==> config.mk <==
export PLATFORM = sky130hd
export DESIGN_NAME = sis_standby_ctrl
export DESIGN_NICKNAME = d
export VERILOG_FILES = /design/src/core/sis_pkg.sv /design/src/core/sis_standby_ctrl.sv /design/src/core/sis_wake_detect.sv
export VERILOG_INCLUDE_DIRS = /design/src /design/src/core
export SDC_FILE = /design/constraint.sdc
export NUM_CORES = 1
export LEC_CHECK = 0
export ABC_AREA = 1
export BUFFER_PORTS_ARGS = -buffer_cell sky130_fd_sc_hd__buf_2
export CELL_PAD_IN_SITES_DETAIL_PLACEMENT = 1
export CELL_PAD_IN_SITES_GLOBAL_PLACEMENT = 1
export CORE_UTILIZATION = 36
export DETAILED_ROUTE_END_ITERATION = 7
export PLACE_DENSITY_LB_ADDON = 0.1
export SYNTH_ARGS = -nofsm -noshare
export SYNTH_HDL_FRONTEND = slang
export SYNTH_SLANG_ARGS = --single-unit
==> constraint.sdc <==
create_clock -name ref_clk_i -period 1.45 [get_ports ref_clk_i]
set_input_delay 0.0725 -clock ref_clk_i [delete_from_list [all_inputs] [get_ports ref_clk_i]]
set_output_delay 0.0725 -clock ref_clk_i [all_outputs]
set_load 0.1 [all_outputs]
==> src/core/sis_consts.svh <==
// constants for the sub-idle standby controller
`ifndef SIS_CONSTS_SVH
`define SIS_CONSTS_SVH

// ------------------------------------------------------------
// register byte addresses
// ------------------------------------------------------------
`define SIS_ADDR_CTRL 12'h000
`define SIS_ADDR_MODE 12'h004
`define SIS_ADDR_CLOCK 12'h008
`define SIS_ADDR_KEY 12'h00c
`define SIS_ADDR_STATUS 12'h010
`define SIS_ADDR_WAKE 12'h014
`define SIS_ADDR_IRQMASK 12'h018

// ------------------------------------------------------------
// field positions
// ------------------------------------------------------------
`define SIS_CTRL_TRIG_BIT 1
`define SIS_MODE_KIND_BIT 0
`define SIS_CLK_SUB_BIT 0
`define SIS_CLK_MSTOP_BIT 1
`define SIS_CLK_H1SUB_BIT 2
`define SIS_CLK_WSUB_BIT 3
`define SIS_CLK_CSIEXT_BIT 4

// ------------------------------------------------------------
// reset values and keys
// ------------------------------------------------------------
`define SIS_CTRL_RST 8'h00
`define SIS_MODE_RST 8'h01
`define SIS_CLOCK_RST 8'h00
`define SIS_KEY_VALUE 8'ha5
`define SIS_IRQMASK_RST 8'hff

`endif

==> src/core/sis_pkg.sv <==
// types for the sub-idle standby controller
package sis_pkg;
  // power state of the device
  typedef enum logic [1:0] {
    SIS_NORMAL,
    SIS_SUBCLK,
    SIS_SUBIDLE
  } sis_state_e;

  // how the core resumes after a wake
  typedef enum logic [1:0] {
    SIS_RES_NEXT,
    SIS_RES_BRANCH,
    SIS_RES_PEND
  } sis_resume_e;
endpackage

==> src/core/sis_standby_ctrl.sv <==
// sub-idle standby controller with an axi4-lite register slave
// Function
// enter only in subclock mode, select 0, trigger
// oscillators run, cpu and peripheral clocks gated
// halt cpu, intc and main-clock peripherals
// subclock or external clocked peripherals keep running
// timer h1 runs only on subclock
// watch timer runs only with main stopped
// serial ports run on external clock, main stopped
// port pin states frozen while idle
// cpu state and ram kept across idle
// wake on nmi, unmasked external or peripheral
// interrupt wake returns to subclock mode
// reset pin wake restarts in normal mode
// any qualifying request wakes regardless of priority
// lower priority wake stays pending, unacknowledged
// higher priority or nmi wake is acknowledged
// nmi branches; maskable branches only when enabled
// trigger register written only after key write
// select bit chooses idle versus stop
// main stop bit halts main oscillator
// wake detection combinational, not on gated clocks
//
// Our own choices: the address map and the AXI4-Lite register port.
`timescale 1ns/100ps
`include "sis_consts.svh"
module sis_standby_ctrl #(
  parameter int EXT_W = 7,
  parameter int PER_W = 8,
  parameter int PRIO_W = 3
) (
  // clock and reset
  input wire logic ref_clk_i,
  input wire logic resetn_i,
  // axi4-lite write address
  input wire logic [11:0] s_axi_awaddr,
  input wire logic s_axi_awvalid,
  output logic s_axi_awready,
  // axi4-lite write data
  input wire logic [31:0] s_axi_wdata,
  input wire logic [3:0] s_axi_wstrb,
  input wire logic s_axi_wvalid,
  output logic s_axi_wready,
  // axi4-lite write response
  output logic [1:0] s_axi_bresp,
  output logic s_axi_bvalid,
  input wire logic s_axi_bready,
  // axi4-lite read address
  input wire logic [11:0] s_axi_araddr,
  input wire logic s_axi_arvalid,
  output logic s_axi_arready,
  // axi4-lite read data
  output logic [31:0] s_axi_rdata,
  output logic [1:0] s_axi_rresp,
  output logic s_axi_rvalid,
  input wire logic s_axi_rready,
  // wake sources
  input wire logic nmi_i,
  input wire logic [EXT_W-1:0] external_irq_inputs_i,
  input wire logic [PER_W-1:0] periph_irq_i,
  input wire logic [PRIO_W-1:0] wake_prio_i,
  // cpu context
  input wire logic irq_enabled_state_i,
  input wire logic in_service_i,
  input wire logic [PRIO_W-1:0] service_prio_i,
  // clock gate enables
  output logic main_osc_en_o,
  output logic sub_osc_en_o,
  output logic cpu_clk_en_o,
  output logic intc_clk_en_o,
  output logic main_periph_clk_en_o,
  output logic sub_periph_clk_en_o,
  output logic timer_h_unit1_en_o,
  output logic watch_timer_en_o,
  output logic clocked_serial_ports_en_o,
  // state towards the core
  output logic port_hold_o,
  output logic subclk_mode_o,
  output logic subidle_o,
  output logic stop_req_o,
  output logic wake_ack_o,
  output logic wake_pend_o,
  output logic wake_branch_o
);
  import sis_pkg::*;

  // ------------------------------------------------------------
  // registers
  // ------------------------------------------------------------
  sis_state_e state_q; // power state
  logic [7:0] clock_q; // subclock, main stop, count clock selects
  logic kind_q; // standby kind, 0 = idle
  logic key_ok_q; // key seen, next ctrl write allowed
  logic [EXT_W-1:0] ext_mask_q; // external masks
  logic [PER_W-1:0] per_mask_q; // peripheral masks
  logic stop_req_q; // stop requested (other block)
  logic ack_q; // one-cycle acknowledge
  logic pend_q; // pending, not acknowledged
  logic branch_q; // branch to handler
  logic [1:0] wake_cnt_q; // wake count for status
  logic wake_any;
  logic wake_mask;
  logic trig_wr;
  logic higher;

  // ------------------------------------------------------------
  // axi4-lite write path
  // ------------------------------------------------------------
  logic aw_have_q;
  logic w_have_q;
  logic [11:0] aw_q;
  logic [31:0] w_q;
  logic wr_go;

  // accept each channel once, hold until response drains
  assign s_axi_awready = !aw_have_q && !s_axi_bvalid;
  assign s_axi_wready = !w_have_q && !s_axi_bvalid;
  assign wr_go = aw_have_q && w_have_q && !s_axi_bvalid;

  // capture address
  always_ff @(posedge ref_clk_i or negedge resetn_i) begin
    if (!resetn_i) begin
      aw_have_q <= 1'b0;
      aw_q <= 12'h000;
    end else if (s_axi_awvalid && s_axi_awready) begin
      aw_have_q <= 1'b1;
      aw_q <= s_axi_awaddr;
    end else if (wr_go) begin
      aw_have_q <= 1'b0;
    end
  end

  // capture data; lane 0 strobe gates the whole word, irq mask also uses lane 1
  always_ff @(posedge ref_clk_i or negedge resetn_i) begin
    if (!resetn_i) begin
      w_have_q <= 1'b0;
      w_q <= 32'h0000_0000;
    end else if (s_axi_wvalid && s_axi_wready) begin
      w_have_q <= 1'b1;
      w_q <= s_axi_wstrb[0] ? s_axi_wdata : 32'h0000_0000;
    end else if (wr_go) begin
      w_have_q <= 1'b0;
    end
  end

  // write response, okay for all, unmapped writes ignored
  always_ff @(posedge ref_clk_i or negedge resetn_i) begin
    if (!resetn_i) begin
      s_axi_bvalid <= 1'b0;
    end else if (wr_go) begin
      s_axi_bvalid <= 1'b1;
    end else if (s_axi_bready) begin
      s_axi_bvalid <= 1'b0;
    end
  end
  assign s_axi_bresp = 2'b00;

  // ------------------------------------------------------------
  // protected control register
  // ------------------------------------------------------------
  // key write arms exactly one following write
  always_ff @(posedge ref_clk_i or negedge resetn_i) begin
    if (!resetn_i) begin
      key_ok_q <= 1'b0;
    end else if (wr_go) begin
      key_ok_q <= (aw_q == `SIS_ADDR_KEY) && (w_q[7:0] == `SIS_KEY_VALUE);
    end
  end

  // a runaway write without the key never triggers
  assign trig_wr = wr_go && (aw_q == `SIS_ADDR_CTRL) && key_ok_q &&
                   w_q[`SIS_CTRL_TRIG_BIT];

  // mode select and clock controls
  always_ff @(posedge ref_clk_i or negedge resetn_i) begin
    if (!resetn_i) begin
      kind_q <= 1'(`SIS_MODE_RST);
      clock_q <= `SIS_CLOCK_RST;
    end else if (wr_go && aw_q == `SIS_ADDR_MODE) begin
      kind_q <= w_q[`SIS_MODE_KIND_BIT];
    end else if (wr_go && aw_q == `SIS_ADDR_CLOCK) begin
      clock_q <= w_q[7:0];
    end
  end

  // interrupt masks
  always_ff @(posedge ref_clk_i or negedge resetn_i) begin
    if (!resetn_i) begin
      ext_mask_q <= {EXT_W{1'b1}};
      per_mask_q <= {PER_W{1'b1}};
    end else if (wr_go && aw_q == `SIS_ADDR_IRQMASK) begin
      ext_mask_q <= w_q[EXT_W-1:0];
      per_mask_q <= w_q[8 +: PER_W];
    end
  end

  // ------------------------------------------------------------
  // wake detection
  // ------------------------------------------------------------
  sis_wake_detect #(
    .EXT_W(EXT_W),
    .PER_W(PER_W)
  ) u_wake (
    .nmi_i(nmi_i),
    .external_irq_inputs_i(external_irq_inputs_i),
    .periph_irq_i(periph_irq_i),
    .ext_mask_i(ext_mask_q),
    .per_mask_i(per_mask_q),
    .wake_o(wake_any),
    .maskable_o(wake_mask)
  );

  // nmi or higher priority than the routine in service
  assign higher = nmi_i || !in_service_i || (wake_prio_i < service_prio_i);

  // ------------------------------------------------------------
  // power state machine
  // ------------------------------------------------------------
  // reset pin lands here in normal mode through async reset
  always_ff @(posedge ref_clk_i or negedge resetn_i) begin
    if (!resetn_i) begin
      state_q <= SIS_NORMAL;
    end else begin
      unique case (state_q)
        SIS_NORMAL: begin
          if (clock_q[`SIS_CLK_SUB_BIT]) begin
            state_q <= SIS_SUBCLK;
          end
        end
        SIS_SUBCLK: begin
          if (trig_wr && !kind_q) begin
            state_q <= SIS_SUBIDLE;
          end else if (!clock_q[`SIS_CLK_SUB_BIT]) begin
            state_q <= SIS_NORMAL;
          end
        end
        SIS_SUBIDLE: begin
          if (wake_any) begin
            state_q <= SIS_SUBCLK;
          end
        end
        default: state_q <= SIS_NORMAL;
      endcase
    end
  end

  // stop request when select is 1; handled by another block
  always_ff @(posedge ref_clk_i or negedge resetn_i) begin
    if (!resetn_i) begin
      stop_req_q <= 1'b0;
    end else begin
      stop_req_q <= trig_wr && kind_q;
    end
  end

  // resume outcome, one cycle at wake
  always_ff @(posedge ref_clk_i or negedge resetn_i) begin
    if (!resetn_i) begin
      ack_q <= 1'b0;
      pend_q <= 1'b0;
      branch_q <= 1'b0;
    end else begin
      ack_q <= 1'b0;
      pend_q <= 1'b0;
      branch_q <= 1'b0;
      if (state_q == SIS_SUBIDLE && wake_any) begin
        ack_q <= higher;
        pend_q <= !higher;
        branch_q <= higher && (nmi_i || irq_enabled_state_i);
      end
    end
  end

  // wake counter for status, wraps
  always_ff @(posedge ref_clk_i or negedge resetn_i) begin
    if (!resetn_i) begin
      wake_cnt_q <= 2'h0;
    end else if (state_q == SIS_SUBIDLE && wake_any) begin
      wake_cnt_q <= wake_cnt_q + 2'h1;
    end
  end

  // ------------------------------------------------------------
  // clock gating outputs
  // ------------------------------------------------------------
  logic idle;
  logic main_stopped;
  assign idle = (state_q == SIS_SUBIDLE);
  // main stop only honoured in subclock operation
  assign main_stopped = (state_q != SIS_NORMAL) && clock_q[`SIS_CLK_MSTOP_BIT];
  assign main_osc_en_o = !main_stopped;
  assign sub_osc_en_o = 1'b1;
  assign cpu_clk_en_o = !idle;
  assign intc_clk_en_o = !idle;
  assign main_periph_clk_en_o = !idle && !main_stopped;
  assign sub_periph_clk_en_o = 1'b1;
  assign timer_h_unit1_en_o = idle ? clock_q[`SIS_CLK_H1SUB_BIT] : 1'b1;
  assign watch_timer_en_o = idle ? (main_stopped && clock_q[`SIS_CLK_WSUB_BIT]) : 1'b1;
  assign clocked_serial_ports_en_o = idle ?
      (main_stopped && clock_q[`SIS_CLK_CSIEXT_BIT]) : 1'b1;
  assign port_hold_o = idle;
  assign subclk_mode_o = (state_q == SIS_SUBCLK);
  assign subidle_o = idle;
  assign stop_req_o = stop_req_q;
  assign wake_ack_o = ack_q;
  assign wake_pend_o = pend_q;
  assign wake_branch_o = branch_q;

  // ------------------------------------------------------------
  // axi4-lite read path
  // ------------------------------------------------------------
  logic [31:0] rd_mux;
  assign s_axi_arready = !s_axi_rvalid;
  // decode, unmapped reads return zero with okay
  always_comb begin
    rd_mux = 32'h0000_0000;
    unique case (s_axi_araddr)
      `SIS_ADDR_CTRL: rd_mux = 32'h0000_0000;
      `SIS_ADDR_MODE: rd_mux = {31'h0, kind_q};
      `SIS_ADDR_CLOCK: rd_mux = {24'h0, clock_q};
      `SIS_ADDR_KEY: rd_mux = {31'h0, key_ok_q};
      `SIS_ADDR_STATUS: rd_mux = {28'h0, wake_cnt_q, state_q};
      `SIS_ADDR_WAKE: rd_mux = {16'h0, 8'(periph_irq_i), 7'(external_irq_inputs_i), nmi_i};
      `SIS_ADDR_IRQMASK: rd_mux = {16'h0, 8'(per_mask_q), 1'b0, 7'(ext_mask_q)};
      default: rd_mux = 32'h0000_0000;
    endcase
  end

  // read data register
  always_ff @(posedge ref_clk_i or negedge resetn_i) begin
    if (!resetn_i) begin
      s_axi_rvalid <= 1'b0;
      s_axi_rdata <= 32'h0000_0000;
    end else if (s_axi_arvalid && s_axi_arready) begin
      s_axi_rvalid <= 1'b1;
      s_axi_rdata <= rd_mux;
    end else if (s_axi_rready) begin
      s_axi_rvalid <= 1'b0;
    end
  end
  assign s_axi_rresp = 2'b00;
endmodule // sis_standby_ctrl

==> src/core/sis_wake_detect.sv <==
// combinational wake request detector
`timescale 1ns/100ps
module sis_wake_detect #(
  parameter int EXT_W = 7,
  parameter int PER_W = 8
) (
  // request sources
  input wire logic nmi_i,
  input wire logic [EXT_W-1:0] external_irq_inputs_i,
  input wire logic [PER_W-1:0] periph_irq_i,
  // masks, 1 = masked
  input wire logic [EXT_W-1:0] ext_mask_i,
  input wire logic [PER_W-1:0] per_mask_i,
  // results
  output logic wake_o,
  output logic maskable_o
);
  // no clock here: the gated clocks are stopped while idle
  always_comb begin
    maskable_o = |(external_irq_inputs_i & ~ext_mask_i) | |(periph_irq_i & ~per_mask_i);
    wake_o = nmi_i | maskable_o;
  end
endmodule // sis_wake_detect

==> impl_metrics.env <==
export IMPL_finish_utilization=0.545
export IMPL_maxCapViolCount=0
export IMPL_viasPerCell=4.68
export IMPL_ctsHtreeMaxLevel=3
export IMPL_yosysMostFrequentCell="nand2_1"
export IMPL_drive_gt1_frac=0.371
export IMPL_synth_edf_count=0
export IMPL_p_int_mw=5.00
export IMPL_diodes=0
export IMPL_drt_iter0_markers=110
export IMPL_post_route_drc_count=0
export IMPL_area_growth_pct=46.0
export IMPL_yosysSeqAreaShare=0.499
export IMPL_yosys_area_top_type="dfrtp_1"
export IMPL_crit_type="reg -> out"
export IMPL_placedCellCount=756
export IMPL_yosys_most_used_dff="dfrtp_1"
export IMPL_pin_count=148
export IMPL_firstDrtPassIters=4
export IMPL_initial_core_util=0.374
export IMPL_nets=760
export IMPL_cp_max_fo=3
export IMPL_clock_path_buffers=2
export IMPL_synth_area_sq_um=4100
export IMPL_cts_tree="done"
export IMPL_path_cells="nor2_4, clkinvlp_4, or2_4, buf_12"
export IMPL_cts_clk_slew_worst_paths_ps=60
export IMPL_yosysWarningCount=0
export IMPL_wl_per_cell_microns=14.6
export IMPL_arrival_ps=1430
export IMPL_critPathCaptureType="output port"
export IMPL_p_total_mw=7.92
export IMPL_crit_path_start_kind="register"
export IMPL_die_h_microns=109
export IMPL_worst_clock_skew_ps=6.70
export IMPL_antenna_left=0
export IMPL_p_comb_frac=0.336
export IMPL_status="complete, but fails checks"
export IMPL_core_area_sq_um=11000
export IMPL_ys_top_cells_by_area="dfrtp_1 40%, nand2_1 13%, dfstp_2 10%"
export IMPL_power_density_nw_per_um2=1320
export IMPL_overflow=0
export IMPL_clk_latency_ps=330
export IMPL_fmax_mhz=664
export IMPL_seqPwrFrac=0.370
export IMPL_async_flop_share=1.00
export IMPL_fin_ws_ps=-55.1
export IMPL_grt_usage=0.202
export IMPL_vias=3799
export IMPL_die_area_sq_um=11800
export IMPL_grt_pass1_vias=3840
export IMPL_grt_max_degree=31
export IMPL_cts_inserted_buffers=9
export IMPL_slowest_delay_ps=430
export IMPL_rows=38
export IMPL_vdd_drop_max_v=0.00133
export IMPL_total_leakage_power_nw=2.91
export IMPL_p_sw_frac=0.369
export IMPL_clockPowerShare=0.294
export IMPL_fillCellCount=1316
export IMPL_slowest_stage="dfrtp_1"
export IMPL_antenna_found_initial=0
export IMPL_post_route_period_util=1.04
export IMPL_slew_violations=0
export IMPL_synth_distinct_cells=36
export IMPL_worst_ep_required_time_ps=1380
export IMPL_synthTopCellsByCount="139 x nand2_1, 65 x dfrtp_1, 58 x inv_1, 45 x nand3_1, 42 x nor2_1"
export IMPL_dp_hpwl_mm=8.04
export IMPL_gp_congestion=0.796
export IMPL_rsz0062_at_grt="true"
export IMPL_hold_class="in -> reg"
export IMPL_grt_pass1_wl_mm=18.3
export IMPL_die_w_microns=109
export IMPL_synth_avg_cell_area_sq_um=8.06
export IMPL_synth_top_area_share=0.396
export IMPL_synth_seq_cells=81
export IMPL_violations="setup timing"
export IMPL_numPortBuffers=106
export IMPL_instances_no_fill=812
export IMPL_cts_sink_count=81
export IMPL_synthCells=509
export IMPL_root_buffer="clkbuf_16"
export IMPL_p_switching_mw=2.92
export IMPL_wl_mm=11.8
export IMPL_min_period_ps=1510
export IMPL_hold_viol=0
export IMPL_setup_viol=15
power groups by stage:
stage               registers [mW]  logic (mW)  clock network, mW
global placement              2.91        2.31                  0
floorplan                     3.06        1.57                  0
CTS                           2.90        2.44               2.37
finish                        2.93        2.66               2.33
global route                  2.98        2.87               2.49
detailed placement            2.93        2.37                  0
state kept, by name (all words and copies together) (netlist names), 2 cells and up:
register,flops
s_axi_rdata,16
w_q,16
wake_cnt_q,2
per_mask_q,8
ext_mask_q,7
state_q,2
aw_q,12
clock_q,8
critical path, delay by kind of cell, from the launching register on:
family                 cells  cell delay [ps]
and+or+nand+nor            2              400
DFF                        1              430
buffers and inverters      2              280
layout make-up:
cell class / instances / area [sq um] / area share
sequential: 81 / 2050 / 0.343
clock inverter: 4 / 51.3 / 0.00856
inverter: 60 / 243 / 0.0405
tap: 140 / 175 / 0.0292
multi-input combinational: 350 / 1890 / 0.315
timing repair buffer: 165 / 1320 / 0.221
clock buffer: 12 / 256 / 0.0428
kinds of logic after synthesis:
logic type,count (synthesis),share of synthesized area
AOI/OAI and AO/OA,62,0.0787
xor gates and xnor gates,2,0.00427
adders and majority gates,2,0.00610
buffers and inverters,98,0.120
DFF,81,0.499
muxes,8,0.0220
other,2,0.00183
and+or+nand+nor,254,0.269
layout by cell type, fill, tap and decap left out, types with 2 or more instances in the layout:
cell and instances:
nor3_1 4, nor2_1 28, nand3_2 17, a21oi_1 7
nand2_2 13, dlygate4sd3_1 31, o21ai_0 8, nor2_4 8
conb_1 22, mux2_2 7, dfstp_2 16, dfrtp_4 2
buf_6 4, inv_4 2, nor2_2 11, inv_2 5
nand3_1 29, dfrtp_1 63, inv_1 50, nand2_1 128
buf_4 20, clkbuf_8 2, o21ai_2 7, o21ai_1 37
clkinv_4 2, buf_2 92, clkinvlp_4 3, buf_12 15
ha_1 2, clkbuf_16 11, nand4_1 5, nand2_4 3
metrics by stage:
step / worst slack [ps] / area (sq um) / hold slack (ps) / TNS [ps]
after CTS: -52.6 / 5730 / 7.00 / -560
after detailed placement: -33.1 / 5070 / 3.46 / -192
final: -55.1 / 5990 / 24.0 / -328
after global routing: -127 / 5990 / 34.0 / -2070
after global placement: 7.32 / 5070 / 0.856 / 0
after floorplan: -918 / 4360 / -223 / -23860
repair_timing:
item	in CTS	in global routing
hold endpoints to repair	73	1
setup buffers	1	8
resized for setup	14	46
gates cloned	0	2
pin swaps	4	15
endpoints found under the setup margin	23	56
hold buffers	30	1
final timing paths:
| check | startpoint | endpoint | slack, ps | cells past startpoint |
|---|---|---|---|---|
| max | state_q[0]$_DFFE_PN0P_ | timer_h_unit1_en_o | -60 | 4 |
| min | s_axi_wdata[1] | w_q[1]$_DFFE_PN0P_ | 20 | 3 |
| max reg2reg | s_axi_bvalid$_DFFE_PN0P_ | per_mask_q[5]$_DFFE_PN1P_ | -20 | 7 |
| min reg2reg | per_mask_q[7]$_DFFE_PN1P_ | per_mask_q[7]$_DFFE_PN1P_ | 470 | 2 |
| max in group asynchronous | resetn_i | ext_mask_q[5]$_DFFE_PN1P_ | 650 | 3 |
| min in group asynchronous | resetn_i | aw_q[7]$_DFFE_PN0P_ | 190 | 2 |
metal layers:
layer / vias to the layer above / wire length (microns) / global-route usage
met5: - / 0 / 0
met4: 0 / 164 / 0.0550
met3: 12 / 469 / 0.0412
met2: 94 / 6020 / 0.349
met1: 1807 / 5190 / 0.255
li1: 1886 / - / -
Note: power is estimated with default switching activity, not from simulation.
